<file path="config.mk">
export PLATFORM = sky130hd
export DESIGN_NAME = adc_irq_scan_ctl
export DESIGN_NICKNAME = d
export VERILOG_FILES = /design/src/hdl/adc_ctl_pkg.sv /design/src/hdl/scan_if.sv /design/src/hdl/scan_sequencer.sv /design/src/hdl/adc_irq_scan_ctl.sv
export VERILOG_INCLUDE_DIRS = /design/src /design/src/hdl
export SDC_FILE = /design/constraint.sdc
export NUM_CORES = 1
export LEC_CHECK = 0
export BUFFER_PORTS_ARGS = -buffer_cell sky130_fd_sc_hd__buf_2
export CORE_UTILIZATION = 40
export DETAILED_ROUTE_END_ITERATION = 7
export SYNTH_ARGS = -nofsm -noshare
export SYNTH_HDL_FRONTEND = slang
export SYNTH_SLANG_ARGS = --single-unit
</file>
<file path="constraint.sdc">
create_clock -name pclk -period 8.95 [get_ports pclk]
set_input_delay 1.3425 -clock pclk [delete_from_list [all_inputs] [get_ports pclk]]
set_output_delay 1.3425 -clock pclk [all_outputs]
set_load 0.02 [all_outputs]
</file>
<file path="src/hdl/adc_ctl_regs.svh">
`ifndef ADC_CTL_REGS_SVH
`define ADC_CTL_REGS_SVH

// Register byte offsets
`define OFS_IEN_LOW   8'h00
`define OFS_IEN_HIGH  8'h04
`define OFS_CSS_LOW   8'h08
`define OFS_CSS_HIGH  8'h0c
`define OFS_RDY_LOW   8'h10
`define OFS_RDY_HIGH  8'h14
`define OFS_INT_STS   8'h18
`define OFS_INT_MASK  8'h1c
`define OFS_SCAN_CTL  8'h20

// Implemented-bit masks
`define MASK_LOW      32'h0fff_ffff
`define MASK_IEN_HIGH 32'h003f_e3fe
`define MASK_CSS_HIGH 32'h0037_e3fe
`define MASK_INT      2'h3
`define RST_WORD      32'h0000_0000

// Channel layout
`define LOW_BITS      28
`define HIGH_BASE     32
`define LAST_CH       6'h35
`define CLASS3_FIRST  6'h06
`define CLASS3_LAST   6'h1b
`define INTERNAL_FIRST 6'h32
`define SHARED_CONV   3'h7

// Field positions
`define EVT_CONV      0
`define EVT_SCAN      1
`define SCAN_GO       0
`define SCAN_CH_LSB   8
`define SCAN_CH_MSB   13

`endif

</file>
<file path="src/hdl/adc_ctl_pkg.sv">
package adc_ctl_pkg;
    typedef logic [53:0] chan_vec_t;
    typedef logic [5:0]  chan_idx_t;

    typedef enum logic { SEQ_IDLE, SEQ_WAIT } seq_state_e;

    typedef struct packed {
        seq_state_e st;
        chan_vec_t  snap;
        chan_idx_t  chan;
        logic       conv_req;
        logic       busy;
        logic       done;
        logic       class3;
        logic [2:0] conv_id;
        logic       internal;
    } seq_state_s;

    typedef struct packed {
        logic [31:0] ien_lo;
        logic [31:0] ien_hi;
        logic [31:0] css_lo;
        logic [31:0] css_hi;
        chan_vec_t   rdy;
        logic [1:0]  int_sts;
        logic [1:0]  int_mask;
        logic [31:0] prdata;
        logic        pready;
        logic        pslverr;
        logic        adc_irq;
        logic        irq;
        logic        start;
    } top_state_s;
endpackage

</file>
<file path="src/hdl/scan_if.sv">
interface scan_if;
    import adc_ctl_pkg::*;
    chan_vec_t  sel;
    logic       start;
    chan_vec_t  result_ready;
    logic       busy;
    logic       done;
    logic       conv_req;
    chan_idx_t  chan;
    logic       class3;
    logic [2:0] conv_id;
    logic       internal;

    modport ctrl (output sel, start, result_ready,
                  input busy, done, conv_req, chan, class3, conv_id, internal);
    modport seq  (input sel, start, result_ready,
                  output busy, done, conv_req, chan, class3, conv_id, internal);
endinterface

</file>
<file path="src/hdl/scan_sequencer.sv">
`include "adc_ctl_regs.svh"

module scan_sequencer
    import adc_ctl_pkg::*;
(
    input  wire logic pclk,    // Bus clock
    input  wire logic presetn, // Async reset, low
    scan_if.seq       sif      // Scan control link
);
    seq_state_s q;
    seq_state_s d;

    // Lowest selected channel at or above from; bit 6 flags a hit
    function automatic logic [6:0] find_from(chan_vec_t sel, chan_idx_t from);
        logic [6:0] r;
        r = 7'h00;
        for (int i = 53; i >= 0; i--) begin
            if (sel[i] && (6'(i) >= from)) begin
                r = {1'b1, 6'(i)};
            end
        end
        return r;
    endfunction

    function automatic seq_state_s issue(seq_state_s s, chan_idx_t ch);
        seq_state_s t;
        t          = s;
        t.chan     = ch;
        t.conv_req = 1'b1;
        t.class3   = (ch >= `CLASS3_FIRST) && (ch <= `CLASS3_LAST);
        t.conv_id  = t.class3 ? `SHARED_CONV : ch[2:0];
        t.internal = (ch >= `INTERNAL_FIRST);
        return t;
    endfunction

    logic [6:0] hit;

    always_comb begin
        d        = q;
        d.conv_req = 1'b0;
        d.done   = 1'b0;
        hit      = 7'h00;
        case (q.st)
            SEQ_IDLE: begin
                // Starts with nothing selected are dropped
                if (sif.start && (sif.sel != '0)) begin
                    hit    = find_from(sif.sel, 6'h00);
                    d      = issue(d, hit[5:0]);
                    d.snap = sif.sel;
                    d.st   = SEQ_WAIT;
                    d.busy = 1'b1;
                end
            end
            SEQ_WAIT: begin
                if (sif.result_ready[q.chan]) begin
                    if (q.chan != `LAST_CH) begin
                        hit = find_from(q.snap, 6'(q.chan + 6'h01));
                    end
                    if (hit[6]) begin
                        d = issue(d, hit[5:0]);
                    end else begin
                        d.st   = SEQ_IDLE;
                        d.busy = 1'b0;
                        d.done = 1'b1;
                    end
                end
            end
            default: begin
                d.st   = SEQ_IDLE;
                d.busy = 1'b0;
            end
        endcase
    end

    always_ff @(posedge pclk or negedge presetn) begin
        if (!presetn) begin
            q <= '0;
        end else begin
            q <= d;
        end
    end

    assign sif.busy     = q.busy;
    assign sif.done     = q.done;
    assign sif.conv_req = q.conv_req;
    assign sif.chan     = q.chan;
    assign sif.class3   = q.class3;
    assign sif.conv_id  = q.conv_id;
    assign sif.internal = q.internal;

    // Channel of the previous request in this scan, for order checking
    logic [6:0] last_q;
    always_ff @(posedge pclk or negedge presetn) begin
        if (!presetn) begin
            last_q <= 7'h00;
        end else if (q.st == SEQ_IDLE) begin
            last_q <= 7'h00;
        end else if (q.conv_req) begin
            last_q <= {1'b1, q.chan};
        end
    end

    // A function result cannot be part-selected, so it lands on a net first
    logic [6:0] first_hit;
    assign first_hit = find_from(q.snap, 6'h00);
endmodule

</file>
<file path="src/hdl/adc_irq_scan_ctl.sv">
`include "adc_ctl_regs.svh"

module adc_irq_scan_ctl
    import adc_ctl_pkg::*;
(
    input  wire logic        pclk,          // Bus clock, 100 MHz
    input  wire logic        presetn,       // Async reset, low
    input  wire logic [7:0]  paddr,         // APB address
    input  wire logic        psel,          // APB select
    input  wire logic        penable,       // APB enable
    input  wire logic        pwrite,        // APB direction
    input  wire logic [31:0] pwdata,        // APB write data
    output logic      [31:0] prdata,        // APB read data
    output logic             pready,        // APB ready
    output logic             pslverr,       // APB error
    input  wire logic [53:0] result_ready,  // Result stored, per channel
    input  wire logic [53:0] data_read,     // Data register read, per channel
    input  wire logic        scan_trigger,  // Scan trigger pulse
    output logic             adc_irq,       // Converter request level
    output logic             irq,           // Masked event interrupt
    output logic             scan_conv_req, // Convert pulse for scan_chan
    output logic      [5:0]  scan_chan,     // Channel being scanned
    output logic             scan_class3,   // Channel is class 3
    output logic      [2:0]  scan_conv_id,  // Converter instance
    output logic             scan_internal, // Internal source selected
    output logic             scan_busy      // Scan in progress
);
    top_state_s q;
    top_state_s d;
    scan_if     sif ();

    // Two sparse registers into one channel-indexed vector
    function automatic chan_vec_t to_vec(logic [31:0] lo, logic [31:0] hi);
        chan_vec_t v;
        v                          = '0;
        v[`LOW_BITS-1:0]           = lo[`LOW_BITS-1:0];
        v[53:`HIGH_BASE]           = hi[53-`HIGH_BASE:0];
        return v;
    endfunction

    chan_vec_t ien_vec;
    chan_vec_t css_vec;
    chan_vec_t ien_vec_d;
    logic      setup;
    logic      wr;
    logic      mapped;
    logic      conv_evt;
    logic [1:0] w1c;

    assign ien_vec = to_vec(q.ien_lo, q.ien_hi);
    assign css_vec = to_vec(q.css_lo, q.css_hi);
    assign setup   = psel && !penable;
    // Writes land on the access edge where ready is seen high
    assign wr      = psel && penable && q.pready && pwrite;

    always_comb begin
        d         = q;
        d.pready  = 1'b0;
        d.pslverr = 1'b0;
        d.start   = 1'b0;
        w1c       = 2'h0;
        mapped    = 1'b1;

        // Answer prepared in setup so the access phase ends in one cycle
        if (setup) begin
            d.pready = 1'b1;
            case (paddr)
                `OFS_IEN_LOW:  d.prdata = q.ien_lo;
                `OFS_IEN_HIGH: d.prdata = q.ien_hi;
                `OFS_CSS_LOW:  d.prdata = q.css_lo;
                `OFS_CSS_HIGH: d.prdata = q.css_hi;
                `OFS_RDY_LOW:  d.prdata = {4'h0, q.rdy[`LOW_BITS-1:0]};
                `OFS_RDY_HIGH: d.prdata = {10'h000, q.rdy[53:`HIGH_BASE]};
                `OFS_INT_STS:  d.prdata = {30'h0, q.int_sts};
                `OFS_INT_MASK: d.prdata = {30'h0, q.int_mask};
                `OFS_SCAN_CTL: begin
                    d.prdata = `RST_WORD;
                    d.prdata[`SCAN_GO] = sif.busy;
                    d.prdata[`SCAN_CH_MSB:`SCAN_CH_LSB] = sif.chan;
                end
                default: begin
                    d.prdata = `RST_WORD;
                    mapped   = 1'b0;
                end
            endcase
            d.pslverr = !mapped;
            if (pwrite) begin
                d.prdata = `RST_WORD;
            end
        end

        if (wr) begin
            case (paddr)
                `OFS_IEN_LOW:  d.ien_lo   = pwdata & `MASK_LOW;
                `OFS_IEN_HIGH: d.ien_hi   = pwdata & `MASK_IEN_HIGH;
                `OFS_CSS_LOW:  d.css_lo   = pwdata & `MASK_LOW;
                `OFS_CSS_HIGH: d.css_hi   = pwdata & `MASK_CSS_HIGH;
                `OFS_INT_STS:  w1c        = pwdata[1:0] & `MASK_INT;
                `OFS_INT_MASK: d.int_mask = pwdata[1:0] & `MASK_INT;
                `OFS_SCAN_CTL: d.start    = pwdata[`SCAN_GO];
                default: ;
            endcase
        end

        // Trigger and software start merge; a start while busy is dropped
        d.start = d.start || scan_trigger;

        // A new result wins over a read in the same cycle
        d.rdy = (q.rdy & ~data_read) | result_ready;

        ien_vec_d = to_vec(d.ien_lo, d.ien_hi);
        d.adc_irq = |(d.rdy & ien_vec_d);

        conv_evt = |(result_ready & ien_vec);
        d.int_sts = q.int_sts & ~w1c;
        d.int_sts[`EVT_CONV] = d.int_sts[`EVT_CONV] | conv_evt;
        d.int_sts[`EVT_SCAN] = d.int_sts[`EVT_SCAN] | sif.done;
        d.irq = |(d.int_sts & d.int_mask);
    end

    always_ff @(posedge pclk or negedge presetn) begin
        if (!presetn) begin
            q <= '0;
        end else begin
            q <= d;
        end
    end

    assign sif.sel          = css_vec;
    assign sif.start        = q.start;
    assign sif.result_ready = result_ready;

    scan_sequencer u_seq (
        .pclk    (pclk),
        .presetn (presetn),
        .sif     (sif)
    );

    assign prdata        = q.prdata;
    assign pready        = q.pready;
    assign pslverr       = q.pslverr;
    assign adc_irq       = q.adc_irq;
    assign irq           = q.irq;
    assign scan_conv_req = sif.conv_req;
    assign scan_chan     = sif.chan;
    assign scan_class3   = sif.class3;
    assign scan_conv_id  = sif.conv_id;
    assign scan_internal = sif.internal;
    assign scan_busy     = sif.busy;

    // Helpers read only by the checks below
    chan_vec_t clr_only;
    assign clr_only = data_read & ~result_ready;
endmodule

</file>
==> impl_metrics.json <==
{
  "tightest_slew_ns": 1.152,
  "critical_path_class": "register to register",
  "finalCriticalPeriod_ns": 5.253,
  "wl_per_cell_um": 27.18,
  "p_leak_nw": 7.451,
  "fin_worst_skew_ns": 0.06430,
  "ys_seq_elements": 242,
  "cap_violations": 0,
  "die-area_um2": 35340,
  "period_share_pct": 58.69,
  "arrival_ns": 5.65,
  "totalPowerFinal_mw": 3.550,
  "async_flop_share_pct": 100.0,
  "grt_use_total_pct": 30.16,
  "yosysWarnings": 0,
  "cts_sinks": 242,
  "synth_top_area_share_pct": 43.76,
  "pre_cts_ws_ns": 3.392,
  "final_layout_size_suffix_gt1_share_pct": 27.96,
  "ys_types": 97,
  "met3_length_mm": 4.566,
  "multi_input_area_um2": 6868,
  "fin_hold_ws_ns": 0.4552,
  "gp_congestion": 0.9900,
  "outcome": "finished clean",
  "postRouteAntennaNets": 0,
  "r2r_slack_ns": 3.70,
  "seqCellArea_um2": 6057,
  "rsz0062_at_grt": "no",
  "hold_violations": 0,
  "cts_root_buffer": "clkbuf_16",
  "synth_edf_count": 0,
  "clock.fmax_mhz": 190.4,
  "diodes": 0,
  "worst_setup_path_end_kind": "register",
  "grt_pass1_wl_mm": 79.36,
  "netlist_area_um2": 13840,
  "area_growth_pct": 13.83,
  "holdBufCountCts": 0,
  "synthFlopType": "dfrtp_1",
  "met1_length_mm": 23.94,
  "gr-total-overflow": 0,
  "viasPerCell": 6.252,
  "fin_ws_ns": 3.697,
  "place_hpwl_mm": 40.92,
  "cts_buffers": 28,
  "grt_max_degree": 120,
  "worstPathRequired_ns": 9.35,
  "fill_cells": 3297,
  "seq_area_frac_synth_pct": 43.76,
  "firstDrtPassIters": 6,
  "synthCells": 1370,
  "drtIter0Drc": 1438,
  "fin_nets": 1664,
  "slew_headroom_pct": 22.90,
  "vdd_ir_drop_max_mv": 0.1667,
  "htree_levels": 1,
  "rows": 67,
  "setup-violations-final": 0,
  "core-area_um2": 33780,
  "cts_setup_buffers": 0,
  "clk_transition_reported_paths_ns": 0.06,
  "antenna_found_initial": 0,
  "drcViolationCount": 0,
  "fin_setup_tns_ns": 0,
  "fp.dieW_um": 188,
  "io_buffers": 190,
  "num_io_pins": 203,
  "holdCritPathClass": "register to register",
  "clk_latency_ns": 0.58,
  "powerDensity_nw_per_um2": 225.4,
  "grt_pass1_vias": 11840,
  "fp.dieH_um": 188,
  "synth_common_cells": "dfrtp_1, nand2_1, mux2_2, o21ai_0, inv_1",
  "ctsLongestPathBuffers": 3,
  "top_layer_used": "met4",
  "placed_area_um2": 14890,
  "post-route-util_pct": 46.63,
  "synthTopCellsByArea": "dfrtp_1, mux2_2, o21ai_0",
  "start_kind": "register",
  "syn_avg_cell_area_um2": 10.10,
  "drv_slew": 0,
  "final_cells": 1968,
  "num_vias": 12300,
  "synth_top_cell_by_area": "dfrtp_1",
  "tritoncts": "done",
  "yosysMostFrequentCell": "dfrtp_1",
  "drt-total-wl_mm": 53.49,
  "cp_max_fo": 33,
  "cts_resized": 0,
  "initial_core_util_pct": 40.96,
  "stdcell_area_um2": 15750,
  "place_inst": 1924,
  "dr_wl_met2_mm": 23.71
}
==> kinds of logic after synthesis <==
group | after synthesis | synth area share (%)
DFF | 242 | 43.76
buffers and inverters | 186 | 6.872
and+or+nand+nor | 347 | 12.73
muxes | 155 | 13.63
adders and majority gates | 4 | 0.3617
xor gates and xnor gates | 7 | 0.4973
other | 1 | 0.02710
AOI/OAI and AO/OA | 428 | 22.12
==> final timing paths <==
kind	start	cells after the start	endpoint
max	u_seq.sif.chan[0]$_DFFE_PN0P_	12	u_seq.sif.conv_id[2]$_DFFE_PN0P_
min	u_seq.sif.done$_DFF_PN0_	1	q[40]$_DFF_PN0_
max reg2reg	u_seq.sif.chan[0]$_DFFE_PN0P_	12	u_seq.sif.conv_id[2]$_DFFE_PN0P_
min reg2reg	u_seq.sif.done$_DFF_PN0_	1	q[40]$_DFF_PN0_
max in group asynchronous	presetn	2	u_seq.sif.chan[0]$_DFFE_PN0P_
min in group asynchronous	presetn	1	pslverr$_DFF_PN0_
==> per-layer routing <==
layer / GRT usage [%] / up-vias
li1: - / 5335
met1: 45.03 / 6284
met2: 45.80 / 596
met3: 4.323 / 89
met4: 7.161 / 0
met5: 0 / -
==> area by class of cell <==
class	instances	share of cell area [%]
flip-flops and latches	242	38.45
inverters	81	1.930
repair buffers	208	6.958
clock inverters	4	0.3257
clock buffers	40	5.179
multi-input cells	945	43.60
well taps	448	3.558
==> worst max-delay path, cell delays in order (launching register included) <==
cell	delay (ns)
dfrtp_2	0.33
buf_4	0.48
ha_1	0.78
nor2_1	0.22
a21oi_1	0.51
o21ai_1	0.32
o21a_1	0.28
nor4b_1	0.88
or3_1	0.22
a21oi_1	0.09
a311o_1	0.39
a22oi_2	0.25
or3b_1	0.37
==> placed cells by master, fill, tap and decap left out, types with 14 or more instances in the layout <==
cell type  netlist  layout
a221o_1         20      20
mux2i_1         22      22
a22oi_1         40      40
dfrtp_1        242     241
nand3_1         25      25
mux4_2          15      15
clkbuf_16        0      28
nand2_1        123     123
a222oi_1        14      14
nor2_1          61      58
nor3_1          19      18
nor4_1          14      14
mux2_2         118     118
buf_2           13     189
o21ai_0         98      98
a21oi_1         60      60
inv_1           80      80
a21o_1          62      62
buf_4           48      18
==> flip-flops by register name (all words and copies together) (netlist names), 3 cells and up <==
name,cells
u_seq.sif.conv_id,3
ien_vec,50
prdata,28
u_seq.sif.chan,6
css_vec,45
q,54
u_seq.q,46
==> power breakdown <==
| part | leakage (nW) | switching (mW) | internal (mW) |
|---|---|---|---|
| registers | 3.14 | 0.0529 | 1.16 |
| logic | 3.89 | 0.822 | 0.433 |
| clock network | 0.421 | 0.457 | 0.627 |
| total | 7.45 | 1.33 | 2.22 |
Note: power is estimated with default switching activity, not from simulation.
